**config.mk**
```make
export PLATFORM = sky130hd
export DESIGN_NAME = ers_top
export DESIGN_NICKNAME = d
export VERILOG_FILES = /design/src/ers_pkg.sv /design/src/ers_top.sv
export SDC_FILE = /design/constraint.sdc
export NUM_CORES = 1
export LEC_CHECK = 0
export ABC_AREA = 1
export ABC_CLOCK_PERIOD_IN_PS = 2300
export BUFFER_PORTS_ARGS = -buffer_cell sky130_fd_sc_hd__buf_4
export CORE_ASPECT_RATIO = 1.1
export CORE_MARGIN = 2
export CORE_UTILIZATION = 40
export CTS_CLUSTER_SIZE = 14
export DETAILED_ROUTE_END_ITERATION = 8
export GPL_TIMING_DRIVEN = 1
export PLACE_DENSITY = 0.56
export SLEW_MARGIN = 20
export SYNTH_ARGS = -nofsm -noshare
export SYNTH_HDL_FRONTEND = slang
export SYNTH_SLANG_ARGS = --single-unit
export TNS_END_PERCENT = 1
```
**constraint.sdc**
```tcl
create_clock -name clk -period 2.3 [get_ports clk]
set_clock_uncertainty 0.05 [all_clocks]
set_input_delay 0.23 -clock clk [delete_from_list [all_inputs] [get_ports clk]]
set_output_delay 0.23 -clock clk [all_outputs]
set_load 0.01 [all_outputs]
```
**src/ers_pkg.sv**
```systemverilog
// Package: constants, register map and carriers for the emergency run block
package ers_pkg;

    // Register indices (word addresses)
    localparam logic [3:0] ADDR_MODE     = 4'h0;
    localparam logic [3:0] ADDR_FREQ     = 4'h1;
    localparam logic [3:0] ADDR_DIR      = 4'h2;
    localparam logic [3:0] ADDR_COUNT    = 4'h3;
    localparam logic [3:0] ADDR_TERMFN   = 4'h4;
    localparam logic [3:0] ADDR_WAIT     = 4'h5;
    localparam logic [3:0] ADDR_VSEL     = 4'h6;
    localparam logic [3:0] ADDR_STATUS   = 4'h7;

    // Mode selection encodings
    localparam logic [1:0] MODE_OFF      = 2'h0;
    localparam logic [1:0] MODE_TEST     = 2'h1;
    localparam logic [1:0] MODE_RUN      = 2'h2;

    // Terminal function code that arms emergency run
    localparam logic [5:0] TERM_FN_CODE  = 6'h33;
    localparam logic [5:0] TERM_FN_MAX   = 6'h36;

    // Frequency limit and reset values
    localparam logic [7:0] FREQ_MAX      = 8'h3C;
    localparam logic [7:0] FREQ_RESET    = 8'h00;
    localparam logic [15:0] WAIT_RESET   = 16'h0001;

    // Restart wait unit: 1 ms tick at 20 MHz
    localparam int CLK_HZ        = 20_000_000;
    localparam int WAIT_UNIT_US  = 1000;
    localparam int TICK_CYCLES   = CLK_HZ / 1_000_000 * WAIT_UNIT_US;

    // Status bit positions
    localparam int ST_ACTIVE   = 0;
    localparam int ST_TEST     = 1;
    localparam int ST_STOPPED  = 2;
    localparam int ST_WAITING  = 3;
    localparam int ST_OVM      = 4;

    // Fault trip inputs, grouped by handling class
    typedef struct packed {
        logic out_block;    // Output block input
        logic ext_trip;
        logic under_volt;
        logic drv_heat;
        logic drv_ovld;
        logic load_ovld;
        logic thermal;
        logic phase_loss;
        logic mot_ovld;
        logic fan;
        logic no_motor;
        logic other_minor;
        logic over_volt;
        logic overcurrent_level_one;
        logic ground;
        logic hw_diag;
        logic arm_short;
    } ers_trips_t;

    // Register bus request
    typedef struct packed {
        logic [3:0]  addr;
        logic [15:0] wdata;
        logic        wr;
        logic        rd;
    } ers_bus_t;

    // Drive commands issued to the ramp and output stage
    typedef struct packed {
        logic       override;     // Emergency references in force
        logic [7:0] freq;
        logic       dir;
        logic       ramp_up;      // Use ramp_up_time
        logic       ramp_down;    // Use ramp_down_time
        logic       run;
        logic       reset_pulse;  // One-cycle fault reset request
        logic       halt;         // Stop state: fatal trip, or major trip in test variant
    } ers_cmd_t;

endpackage : ers_pkg

```
**src/ers_top.sv**
```systemverilog
// Emergency run supervisor with extended voltage range selection
//
// Chosen here: the register addresses and the address-and-strobe port.
`timescale 1ns/1ns
// Overview of operation
// - Enter only with mode 2 (mode 1 for the test variant) and terminal code 51
// - Normal emergency run adds one to tally
// - Test variant: no retries, tally unchanged
// - Suppress minor trips, retry major trips unlimited
// - Wait restart delay between retry attempts
// - Emergency frequency 0-60 overrides other references
// - Direction from dedicated one-bit setting
// - Ramp up on entry, ramp down on release
// - Record suppressed faults, mask trip outputs
// - Suppressed set lists twelve minor trip kinds
// - Overvoltage, overcurrent one, ground fault keep retrying
// - Hardware diagnostic or arm short stops operation
// - Select 0 clamps linear, yes allows overmodulation
// - No overmodulation while input exceeds output voltage
//
// Arming needs mode, terminal code and terminal level together;
// losing any one of them outside the stop state counts as a release of the terminal.
// The tally only counts fresh entries from idle in full emergency
// run, so retries and re-arming during ramp down leave it alone.
// The tally saturates instead of wrapping, so a used unit never
// reads back as unused; software has no write path to it.
// Minor trips are not decoded for control at all: they only reach
// the trip history, which keeps recording every trip class.
// A major trip parks the supervisor in the wait state with the
// emergency references still in force and the run command dropped.
// The wait is counted in whole milliseconds from a tick that
// restarts at every entry, so each retry waits the full delay.
// A delay of zero is served as one millisecond: restarting with no
// gap would hammer the output stage while the fault persists.
// Each retry ends with a one-cycle fault reset pulse beside run.
// Fatal trips hold the stop state until the terminal is released,
// so a held terminal cannot restart into a shorted bridge arm.
// The test variant stops on the first major trip instead.
module ers_top #(
    parameter int COUNT_W = 16
) (
    // Clock and reset
    input  wire logic              clk,
    input  wire logic              arst_n,
    // Register port
    input  wire ers_pkg::ers_bus_t bus,
    output logic [15:0]            rdata,
    // Input terminal level; its function code is the ADDR_TERMFN register
    input  wire logic              term_in,
    // Fault trip inputs
    input  wire ers_pkg::ers_trips_t trips,
    input  wire logic              trip_normal, // Trip outputs, normal use
    // Voltage comparison from the output stage
    input  wire logic              vin_above_vout,
    // Drive commands
    output ers_pkg::ers_cmd_t      cmd,
    // Trip history and trip output pins
    output logic                   hist_log,
    output logic                   trip_out,
    // Voltage range
    output logic                   ovm_enable
);

    // Refuse tally widths the read port cannot show
    if (COUNT_W < 1 || COUNT_W > 16) begin : g_bad_count_w
        $error("COUNT_W must be 1..16");
    end

    // Register index match, shared by every write decode
    function automatic logic is_reg(input logic [3:0] a,
                                    input logic [3:0] idx);
        return a == idx;
    endfunction : is_reg

    typedef enum logic [2:0] {
        ERS_IDLE, ERS_RUN, ERS_WAIT, ERS_STOP, ERS_RAMPDN
    } ers_state_t;

    // Configuration registers
    logic [1:0]         mode;
    logic [7:0]         freq;
    logic               dir;
    logic [5:0]         term_fn;
    logic [15:0]        wait_ms;
    logic               vsel;
    logic [COUNT_W-1:0] tally;
    ers_state_t         state;
    ers_state_t         next_state;
    logic [15:0]        wait_cnt;
    logic [15:0]        tick_cnt;

    // Trip classes
    wire minor_trip = trips.out_block | trips.ext_trip | trips.under_volt
                    | trips.drv_heat | trips.drv_ovld | trips.load_ovld
                    | trips.thermal | trips.phase_loss | trips.mot_ovld
                    | trips.fan | trips.no_motor | trips.other_minor;
    wire major_trip = trips.over_volt | trips.overcurrent_level_one
                    | trips.ground;
    wire fatal_trip = trips.hw_diag | trips.arm_short;
    wire any_trip   = minor_trip | major_trip | fatal_trip;

    // Arming decode
    wire fn_ok   = (term_fn == ers_pkg::TERM_FN_CODE);
    wire arm_run = (mode == ers_pkg::MODE_RUN) & fn_ok & term_in;
    wire arm_tst = (mode == ers_pkg::MODE_TEST) & fn_ok & term_in;
    wire armed   = arm_run | arm_tst;
    wire test_q  = (mode == ers_pkg::MODE_TEST);
    wire active  = (state == ERS_RUN) | (state == ERS_WAIT);

    // Register decode
    wire wr_mode = bus.wr & is_reg(bus.addr, ers_pkg::ADDR_MODE);
    wire wr_freq = bus.wr & is_reg(bus.addr, ers_pkg::ADDR_FREQ);
    wire wr_dir  = bus.wr & is_reg(bus.addr, ers_pkg::ADDR_DIR);
    wire wr_fn   = bus.wr & is_reg(bus.addr, ers_pkg::ADDR_TERMFN);
    wire wr_wait = bus.wr & is_reg(bus.addr, ers_pkg::ADDR_WAIT);
    wire wr_vsel = bus.wr & is_reg(bus.addr, ers_pkg::ADDR_VSEL);
    wire tick    = (tick_cnt == 16'(ers_pkg::TICK_CYCLES - 1));
    wire wait_done = tick & (wait_cnt <= 16'h0001);
    wire cnt_full = &tally;

    // Status word, one flag per package position
    logic [15:0] status_word;
    always_comb begin
        status_word                      = 16'h0000;
        status_word[ers_pkg::ST_ACTIVE]  = active;
        status_word[ers_pkg::ST_TEST]    = test_q & active;
        status_word[ers_pkg::ST_STOPPED] = (state == ERS_STOP);
        status_word[ers_pkg::ST_WAITING] = (state == ERS_WAIT);
        status_word[ers_pkg::ST_OVM]     = ovm_enable;
    end

    // Read mux
    logic [15:0] rd_mux;
    always_comb begin
        unique case (bus.addr)
            ers_pkg::ADDR_MODE:   rd_mux = {14'h0000, mode};
            ers_pkg::ADDR_FREQ:   rd_mux = {8'h00, freq};
            ers_pkg::ADDR_DIR:    rd_mux = {15'h0000, dir};
            ers_pkg::ADDR_COUNT:  rd_mux = 16'(tally);
            ers_pkg::ADDR_TERMFN: rd_mux = {10'h000, term_fn};
            ers_pkg::ADDR_WAIT:   rd_mux = wait_ms;
            ers_pkg::ADDR_VSEL:   rd_mux = {15'h0000, vsel};
            ers_pkg::ADDR_STATUS: rd_mux = status_word;
            default:              rd_mux = 16'h0000;
        endcase
    end

    // Next state
    always_comb begin
        next_state = state;
        unique case (state)
            ERS_IDLE:   if (armed) next_state = ERS_RUN;
            ERS_RUN: begin
                if (fatal_trip)
                    next_state = ERS_STOP;
                else if (!armed)
                    next_state = ERS_RAMPDN;
                else if (major_trip)
                    next_state = test_q ? ERS_STOP : ERS_WAIT;
            end
            ERS_WAIT: begin
                if (fatal_trip)
                    next_state = ERS_STOP;
                else if (!armed)
                    next_state = ERS_RAMPDN;
                else if (wait_done)
                    next_state = ERS_RUN;
            end
            ERS_RAMPDN: next_state = armed ? ERS_RUN : ERS_IDLE;
            ERS_STOP:   if (!term_in) next_state = ERS_IDLE;
            default:    next_state = ERS_IDLE;
        endcase
    end

    // Configuration writes
    always_ff @(posedge clk or negedge arst_n) begin
        if (!arst_n) begin
            mode    <= ers_pkg::MODE_OFF;
            freq    <= ers_pkg::FREQ_RESET;
            dir     <= 1'b0;
            term_fn <= 6'h00;
            wait_ms <= ers_pkg::WAIT_RESET;
            vsel    <= 1'b0;
        end else begin
            if (wr_mode && bus.wdata[1:0] <= ers_pkg::MODE_RUN)
                mode <= bus.wdata[1:0];
            if (wr_freq && bus.wdata[7:0] <= ers_pkg::FREQ_MAX)
                freq <= bus.wdata[7:0];
            if (wr_dir)
                dir <= bus.wdata[0];
            if (wr_fn && bus.wdata[5:0] <= ers_pkg::TERM_FN_MAX)
                term_fn <= bus.wdata[5:0];
            if (wr_wait)
                wait_ms <= bus.wdata;
            if (wr_vsel)
                vsel <= bus.wdata[0];
        end
    end

    // State, restart wait timer and tally
    always_ff @(posedge clk or negedge arst_n) begin
        if (!arst_n) begin
            state    <= ERS_IDLE;
            wait_cnt <= 16'h0000;
            tick_cnt <= 16'h0000;
            tally    <= '0;
        end else begin
            state    <= next_state;
            tick_cnt <= (state != ERS_WAIT || tick) ? 16'h0000
                                                    : tick_cnt + 16'h0001;
            if (state == ERS_RUN && next_state == ERS_WAIT)
                wait_cnt <= wait_ms;
            else if (state == ERS_WAIT && tick && wait_cnt != 16'h0000)
                wait_cnt <= wait_cnt - 16'h0001;
            if (state == ERS_IDLE && arm_run && !cnt_full)
                tally <= tally + COUNT_W'(1);
        end
    end

    // Registered outputs
    always_ff @(posedge clk or negedge arst_n) begin
        if (!arst_n) begin
            rdata      <= 16'h0000;
            cmd        <= '0;
            hist_log   <= 1'b0;
            trip_out   <= 1'b0;
            ovm_enable <= 1'b0;
        end else begin
            rdata           <= bus.rd ? rd_mux : 16'h0000;
            cmd.override    <= (next_state == ERS_RUN)
                             | (next_state == ERS_WAIT)
                             | (next_state == ERS_RAMPDN);
            cmd.freq        <= freq;
            cmd.dir         <= dir;
            cmd.ramp_up     <= (next_state == ERS_RUN);
            cmd.ramp_down   <= (next_state == ERS_RAMPDN);
            cmd.run         <= (next_state == ERS_RUN);
            cmd.reset_pulse <= (state == ERS_WAIT) & (next_state == ERS_RUN);
            cmd.halt        <= (next_state == ERS_STOP);
            hist_log        <= any_trip;
            trip_out        <= active ? 1'b0 : trip_normal;
            ovm_enable      <= vsel & ~vin_above_vout;
        end
    end

endmodule : ers_top

```
## Word-level counts from Yosys, hierarchy flattened

Index checks and enable logic that the tools add are counted.

| storage, ports and cells | value |
|---|---|
| register bits | 118 |
| logic and storage cells | 115 |

| cells by class | value |
|---|---|
| add/sub/neg operators | 3 |
| magnitude comparators | 4 |
| equal/unequal tests | 20 |
| multiplexer cells | 17 |
| bitwise logic cells | 35 |
| reductions and logical operators | 15 |

Operator list:

| cell | count |
|---|---|
| 16-bit case mux with 8 select lines | 1 |
| 16-bit two-way mux | 4 |
| 16-bit by 1-bit adder with 16-bit output (second input constant) | 2 |
| 3-bit two-way mux | 8 |
| 1-bit OR | 20 |
| 16-bit by 15-bit equality test with 1-bit output (second input constant) | 1 |
| 4-bit by 3-bit equality test with 1-bit output (second input constant) | 4 |
| 16-bit by 1-bit less-or-equal comparator with 1-bit output (second input constant) | 1 |
| 16-bit AND reduction | 1 |
| 16-bit nonzero test | 1 |
| 16-bit by 1-bit subtractor with 16-bit output (second input constant) | 1 |
| 3-bit case mux with 5 select lines | 1 |
| 1-bit bitwise AND | 14 |
| 3-bit by 2-bit equality test with 1-bit output (second input constant) | 4 |
| 4-bit by 2-bit equality test with 1-bit output (second input constant) | 2 |
| 8-bit by 6-bit less-or-equal comparator with 1-bit output (second input constant) | 1 |
| 1-bit logical AND | 8 |
| 3-bit by 1-bit equality test with 1-bit output (second input constant) | 2 |
| 3-bit equality test (second input constant) | 2 |
| 6-bit equality test (second input constant) | 1 |
| 6-bit less-or-equal comparator (second input constant) | 1 |
| 4-bit by 1-bit equality test with 1-bit output (second input constant) | 1 |
| 4-bit zero test | 1 |
| 3-bit zero test | 1 |
| 9 further kinds | 11 |

## Longest topological paths before layout

Gate-level depths: netlist of run 1.

| logic depth | value |
|---|---|
| depth in word-level cells | 13 |
| gate-level depth with buffers | 13 |
| mapped depth without buffers | 12 |

## Worst setup path before layout of run 1

No wires, ideal clock.

| timing path | value |
|---|---|
| path kind | reg-to-reg |
| start | register wait_cnt[0] |
| end | register wait_cnt[7] |
| setup time | 0.128 ns |
| data arrival time | 1.614 ns |
| slack | 0.508 ns |
| cell stages (with the launch flop) | 12 |
| buffers on the path | 1 |
| period minus slack after synthesis | 1.792 ns |
| cells stage by stage | dfrtp_1 inv_1 ha_1 o21ai_0 nor2_1 nand3_1 nand2_1 a21oi_2 nand4_4 buf_6 nand3_1 nand3_1 |

| between the ends | value |
|---|---|
| longest elaborated chain between the ends | 9 |
| elaborated cells between the ends (all ways) | 14 |
| classes of those cells | add/sub (1); order compare (1); eq/ne (1); mux (6); bitwise (1); reduce/logical (4) |

RTL lines:

| item | RTL line | RTL |
|---|---|---|
| from (decl) | ers_top.sv:89 | `logic [15:0] wait_cnt;` |
| from (signal assigned) | ers_top.sv:212 | `wait_cnt <= wait_ms;` |
| from (signal assigned) | ers_top.sv:214 | `wait_cnt <= wait_cnt - 16'h0001;` |
| 16-bit by 1-bit less-or-equal comparator with 1-bit output | ers_top.sv:118 | `wire wait_done = tick & (wait_cnt <= 16'h0001);` |
| 1-bit bitwise AND | ers_top.sv:118 |  |
| 3-bit two-way mux | ers_top.sv:166 | `else if (wait_done)` |
| 3-bit two-way mux | ers_top.sv:164 | `else if (!armed)` |
| 3-bit two-way mux | ers_top.sv:162 | `if (fatal_trip)` |
| 3-bit case mux with 5 select lines | ers_top.sv:151 | `unique case (state)` |
| 3-bit by 2-bit equality test with 1-bit output | ers_top.sv:211 | `if (state == ERS_RUN && next_state == ERS_WAIT)` |
| 1-bit logical AND | ers_top.sv:211 |  |
| 16-bit two-way mux / 2-bit nonzero test (equally long branches) | n/a |  |

Several ways; a longest one is shown, not always the timed one. The select of a mux whose other input is x is not followed.
A chain may end at the register's enable or synchronous reset.

## Worst setup path after layout of run 1

| timing path | value |
|---|---|
| start | input port trips[5] (netlist bit) |
| end | register hist_log |

| between the ends | value |
|---|---|
| longest elaborated chain between the ends | 3 |

RTL lines:

| item | RTL line | RTL |
|---|---|---|
| from (decl) | ers_top.sv:51 | `input wire ers_pkg::ers_trips_t trips,` |
| 1-bit OR | ers_top.sv:96 | `\| trips.fan \| trips.no_motor \| trips.other_minor;` |
| 1-bit OR (2 in a row) | ers_top.sv:100 | `wire any_trip = minor_trip \| major_trip \| fatal_trip;` |
| via any_trip | ers_top.sv:100 |  |
| to (signal assigned) | ers_top.sv:240 | `hist_log <= any_trip;` |
| to (decl) | ers_top.sv:58 | `output logic hist_log,` |

The timed path passes the listed nets, and every way through them passes these cells.

==> parameters.txt, run 1 <==
Parameter                              Value

Power and ir drop
  Leakage power total ... 3.45 nW
  Maximum ir drop on the vdd rail ... 0.000499 V
  Power density relative to cell area ... 863 mW/mm^2

Place
  Total placed instance area ... 0.00670 mm^2
  Number of input and output port buffers inserted ... 77
  RD Place Congestion ... 0.851
  Count of placed standard cells including taps ... 941
  Detailed placer's ending HPWL ... 11,000 um

Critical path
  Critical path type ... input port to register
  Category of the worst setup path launch point ... input port
  Worst R2R Setup Slack ... 0.28 ns
  Largest driver fanout on the critical path ... 1
  Crit end category ... register
  Required time of the critical path ... 2.54 ns
  Data arrival, critical path ... 2.30 ns
  Reg-to-Reg Start ... wait_cnt[0]
  Setup crit start ... trips[5]

STA
  Post-route setup TNS ... 0 ns
  Setup repair after global routing missed its margin ... no
  Final critical path time including I/O delays and setup ... 2.05 ns
  Tightest Pin Transition ... 0.633 ns
  Share of the clock period used by the worst path after layout ... 89.3%
  Highest attainable clock frequency ... 487 MHz
  Worst-case headroom to the max-slew limit ... 57.5%
  Number of failing setup endpoints in the final timing report ... 0
  Worst hold slack across all endpoints ... 0.0233 ns
  Total count of max-transition violations in the final report ... 0
  Hold violation count in the final report ... 0

Logic synthesis
  Fraction of the yosys area taken by sequential cells ... 50.2%
  Seq cells post-synth ... 118
  Total standard cell area after synthesis ... 0.00588 mm^2
  Syn_area_per_cell ... 8.70 um^2
  Syn. warnings ... 0
  Cell count after synthesis ... 676
  Netlist cell types ... 47
  Fraction of post-synthesis cell area in the top cell type by area ... 49.8%
  EDFF count, synth ... 0
  Post-synthesis net count ... 725
  Fraction of registers with async set or reset after synthesis ... 100%
  Most frequently used flop master after synthesis ... dfrtp_1
  Cell type with the largest total area after synthesis ... dfrtp_1
  Area contributors post-synth ... dfrtp_1, nand2_1, inv_1

Detailed routing
  Total Routed Length ... 15,400 um
  Antenna Nets Post-Route ... 0
  Mean routed wirelength per cell ... 15.6 um
  Routed via count divided by cell count ... 5.17
  Total number of vias ... 5,099
  Length of the first detailed-routing pass in iterations ... 5
  Number of design rule violations left after detail routing ... 0
  DR iter-0 viols ... 299

GRT
  Initial antenna violation count ... 0
  Final global-route overflow total ... 0
  Wire length of the first global-routing pass ... 25,600 um
  Via count of the first global-routing pass ... 5,172
  Overall track demand over capacity in global routing ... 20.4%
  Pin count of the biggest net entering global routing ... 43

Floorplan
  Horiz. Die Dim ... 120 um
  Number of top-level pins ... 78
  Core area ... 0.0144 mm^2
  Area of the die ... 0.0157 mm^2
  Row count ... 46
  Initial core utilization ... 40.9%
  Die Ht ... 131 um

Cells and area
  Fill count ... 1,331
  Diode insertion count for antenna repair ... 0
  Final cell area excluding filler cells ... 0.00749 mm^2
  Filler-free cell count of the finished design ... 986
  Synth-to-Final Area Change ... 27.3%
  Final net count ... 831
  Fraction of final layout cells sized beyond drive strength 1 ... 20.8%

Clock tree
  Buffers inserted during post-CTS setup optimization ... 0
  Clock latency on the worst-skew pair ... 0.41 ns
  H-Tree Depth ... 4
  Buffer levels on the longest clock path ... 2
  Master cell of the clock root buffer ... clkbuf_16
  Clock transition at the registers of the reported paths ... 0.05 ns
  Count of hold-fix buffers inserted at cts ... 14
  Total CTS buffers ... 17
  Clk sinks ... 118
  CTS tree ... done
  Post-CTS sizing ... 0

Hold path
  Hold Crit Class ... input port to register
  Min-delay src ... bus[0]

Job
  Max-cap viol count ... 0

Run status
  Status ... finished, final reports clean
layout by cell type (no fill, tap or decap), types with 10 or more instances in the layout:
master / instances
nor2_1: 60
dlygate4sd3_1: 14
dfrtp_1: 117
xnor2_1: 10
buf_4: 85
nand2_1: 130
o21ai_0: 34
a21oi_1: 21
xor2_1: 18
inv_1: 74
clkbuf_16: 17
nor3_1: 15
nand3_1: 55
nand4_1: 33
state kept, by name (all words and copies together), names as in the netlist:
name and count:
vsel 1, ovm_enable 1, freq 8, wait_cnt 16, mode 2, trip_out 1
cmd 14, state 3, tally 16, term_fn 6, hist_log 1, rdata 16
dir 1, wait_ms 16, tick_cnt 16
layer usage:
| metal | GRT usage, % | vias up | routed length (um) | share of wire [%] |
|---|---|---|---|---|
| li1 | - | 2470 | - | - |
| met1 | 25.6 | 2495 | 6730 | 44 |
| met2 | 34.5 | 111 | 7780 | 51 |
| met3 | 4.25 | 23 | 533 | 3.5 |
| met4 | 7.91 | 0 | 313 | 2.0 |
| met5 | 0 | - | 0 | 0 |
logic make-up after synthesis:
| kind of cell | synth area share [%] |
|---|---|
| DFF | 50.2 |
| AOI/OAI and AO/OA | 8.91 |
| adders and majority gates | 1.06 |
| xor gates and xnor gates | 4.17 |
| and+or+nand+nor | 27.0 |
| buffers and inverters | 7.08 |
| muxes | 1.53 |
report_power, final:
part           total, W  internal [W]  switching, W  leakage (nW)
Combinational   0.00107      0.000399      0.000668          1.67
Clock           0.00291       0.00195      0.000962         0.313
Sequential      0.00249       0.00230      0.000185          1.47
Total           0.00646       0.00465       0.00181          3.45
through the flow:
stage	utilization, %	setup WS, ns	power (W)
after floorplan	-	0.508	0.00313
after global placement	46.6	0.369	0.00356
after detailed placement	46.6	0.285	0.00357
after CTS	52.0	0.262	0.00652
after global routing	52.0	0.0293	0.00674
final	52.0	0.245	0.00646
final cells by class:
type	instances	area (um^2)	share of cell area [%]
sequential	118	2950	39.4
multi-input combinational	459	2510	33.5
timing repair buffer	101	818	10.9
clock buffer	19	443	5.91
inverter	85	319	4.26
tap	192	240	3.21
clock inverter	12	203	2.71
worst max-delay path, stage by stage:
cell           delay (ns)
dlygate4sd3_1        0.54
buf_4                0.14
nor4_1               0.14
dlygate4sd3_1        0.58
nand4_1              0.08
dlygate4sd3_1        0.59
path summary, 6_finish.rpt:
check | end | cells after the start
max | hist_log | 6
min | rdata[6] | 3
max reg2reg | wait_cnt[7] | 10
min reg2reg | cmd[13] | 0
max in group asynchronous | wait_ms[0] | 3
min in group asynchronous | hist_log | 2
cell usage after synthesis (2+ instances only):
cell type    n
nand4_1     33
a221oi_1     4
nand3_1     55
clkinv_1     2
ha_1         5
o2111ai_1    3
nand2_2      7
nor3b_1      3
clkbuf_1     5
mux2_2       4
nor2_2       7
nor4_1       4
a21oi_1     21
nand2_4      2
buf_6        5
mux2_1       4
a21oi_2      3
xor2_1      18
nor2_1      60
o21ai_1      8
inv_2        9
nor3_1      15
xnor2_1     10
o22ai_1      4
inv_1       74
o21ai_0     34
a31oi_1      3
nor3_2       5
nand2_1    130
dfrtp_1    117
buf_2        3
nand3_2      4
Note: power is estimated with default switching activity, not from simulation.
==> run 2, diff against run 1 <==
Settings changed: CTS_CLUSTER_DIAMETER set to 30, REMOVE_ABC_BUFFERS set to 1.
==> run 2 against run 1 <==
Effect of this change:
- first-iteration DRC count shrank 32%
- clock power down 13%
- non-clock buffer count decreased by 1
- maximum frequency up 0.15%
- utilization is 0.63 points lower
- largest power group unchanged
==> parameters.txt, run 2 (synthesis gave the netlist of run 1 again) <==
Parameter                              Value

Run status
  Status ... finished, final reports clean

Detailed routing
  Length of the first detailed-routing pass in iterations ... 5
  Total Routed Length ... 14,900 um
  Mean routed wirelength per cell ... 15.1 um
  DR iter-0 viols ... 202
  Number of design rule violations left after detail routing ... 0
  Antenna Nets Post-Route ... 0
  Routed via count divided by cell count ... 5.06
  Total number of vias ... 4,991

GRT
  Initial antenna violation count ... 0
  Wire length of the first global-routing pass ... 25,200 um
  Via count of the first global-routing pass ... 5,168
  Pin count of the biggest net entering global routing ... 67
  Overall track demand over capacity in global routing ... 20.2%
  Final global-route overflow total ... 0

Hold path
  Hold Crit Class ... input port to register
  Min-delay src ... bus[8]
  Hold path cells ... 3
  Worst Hold Path EP ... wait_ms[6]

Floorplan
  Core area ... 0.0144 mm^2
  Horiz. Die Dim ... 120 um
  Row count ... 46
  Area of the die ... 0.0157 mm^2
  Die Ht ... 131 um
  Number of top-level pins ... 78
  Initial core utilization ... 40.9%

Cells and area
  Synth-to-Final Area Change ... 25.8%
  Top library cells by usage in the layout, fill and taps aside ... nand2_1, dfrtp_1, buf_4, inv_1, nor2_1
  Fraction of final layout cells sized beyond drive strength 1 ... 20.8%
  Final net count ... 830
  Most common cell after layout, fill and taps aside ... nand2_1
  Diode insertion count for antenna repair ... 0

STA
  Tightest Pin Transition ... 0.676 ns
  Number of failing setup endpoints in the final timing report ... 0
  Worst-case headroom to the max-slew limit ... 54.6%
  Total count of max-transition violations in the final report ... 0
  Post-route setup TNS ... 0 ns
  Final critical path time including I/O delays and setup ... 2.05 ns
  Setup repair after global routing missed its margin ... no
  Highest attainable clock frequency ... 487 MHz
  Share of the clock period used by the worst path after layout ... 89.2%
  Hold violation count in the final report ... 0

Clock tree
  Master cell of the clock root buffer ... clkbuf_16
  Clock transition at the registers of the reported paths ... 0.05 ns
  Total CTS buffers ... 17
  CTS tree ... done
  H-Tree Depth ... 4
  Clock latency on the worst-skew pair ... 0.42 ns
  Buffer levels on the longest clock path ... 2
  Clk sinks ... 118

Critical path
  Required time of the critical path ... 2.54 ns
  Endpoint of the most critical register-to-register path ... wait_cnt[14]
  CP Cell Sequence ... dlygate4sd3_1 -> buf_4 -> nor4_1 -> dlygate4sd3_1 -> nand4_1 -> dlygate4sd3_1
  CP max-delay cell ... dlygate4sd3_1
  Largest driver fanout on the critical path ... 1
  Reg2reg path depth ... 10
  Worst R2R Setup Slack ... 0.30 ns
  Critical path type ... input port to register
  Category of the worst setup path launch point ... input port
  Family of cells with the greatest summed delay on the critical path ... buffers and inverters
  Reg-to-Reg Start ... wait_cnt[0]
  Delay contributed by the slowest stage of the critical path ... 0.59 ns
  Buf+Inv Stages, Crit Path ... 4
  Data arrival, critical path ... 2.30 ns
  Crit end category ... register
  Critical Path Most Common Cell ... dlygate4sd3_1

Power and ir drop
  Leakage power total ... 3.39 nW
  Maximum ir drop on the vdd rail ... 0.000512 V
  Power density relative to cell area ... 820 mW/mm^2
  Overall power consumption ... 0.00607 W

Job
  Max-cap viol count ... 0

Place
  Detailed placer's ending HPWL ... 10,700 um
  Number of input and output port buffers inserted ... 77
  RD Place Congestion ... 0.901
-- run 2: how the worst max path moves through the flow --
stage	from	end	cells after the start
2_1_floorplan	tally[0]	tally[5]	12
3_5_place_dp	tally[0]	tally[6]	10
6_report	trips[5]	hist_log	6
5_1_grt	wait_cnt[0]	wait_cnt[14]	11
3_3_place_gp	tally[0]	tally[6]	10
4_1_cts	tally[0]	tally[6]	10
-- run 2: layout make-up --
cell class / count / area [um^2]
well taps: 192 / 240
multi-input cells: 459 / 2510
clock inverters: 13 / 128
fillers: 1399 / 6990
inverters: 85 / 319
clock buffers: 19 / 443
repair buffers: 100 / 801
flip-flops and latches: 118 / 2950
-- run 2: timing repair --
| action | 4_1_cts | 5_1_grt |
|---|---|---|
| endpoints found under the hold margin | 32 | 1 |
| endpoints found under the setup margin | 0 | 1 |
| resized for setup | 0 | 1 |
| hold buffers | 14 | 1 |
| setup buffers | 0 | 0 |
-- run 2: per-stage QoR --
stage / hold WS [ns] / setup slack, ns / cells / cell area [um^2] / utilization [%]
finish: 0.0325 / 0.248 / 986 / 7400 / 51.4
global route: 0.0198 / 0.0202 / 986 / 7400 / 51.4
detailed placement: 0.0993 / 0.263 / 939 / 6680 / 46.4
CTS: 0.000525 / 0.256 / 985 / 7390 / 51.3
global placement: 0.0948 / 0.291 / 939 / 6680 / 46.4
floorplan: -0.116 / 0.431 / 662 / 5780 / -
-- run 2: layer usage --
metal	track usage, %	vias to the layer above	share of wire (%)
li1	-	2464	-
met1	24.4	2396	44
met2	34.0	99	50
met3	5.08	32	3.7
met4	8.89	0	3.2
met5	0	-	0
-- run 2: tightest hold or removal path, delay by kind of cell --
| family | cells | cell delay (ns) |
|---|---|---|
| buffers and inverters | 1 | 0.09 |
| AOI/OAI and AO/OA | 1 | 0.10 |
| and+or+nand+nor | 1 | 0.04 |
-- run 2: power by group --
part	switching (W)	total (W)	internal [W]
Combinational	0.000665	0.00107	0.000402
Sequential	0.000181	0.00248	0.00230
Clock	0.000998	0.00252	0.00152
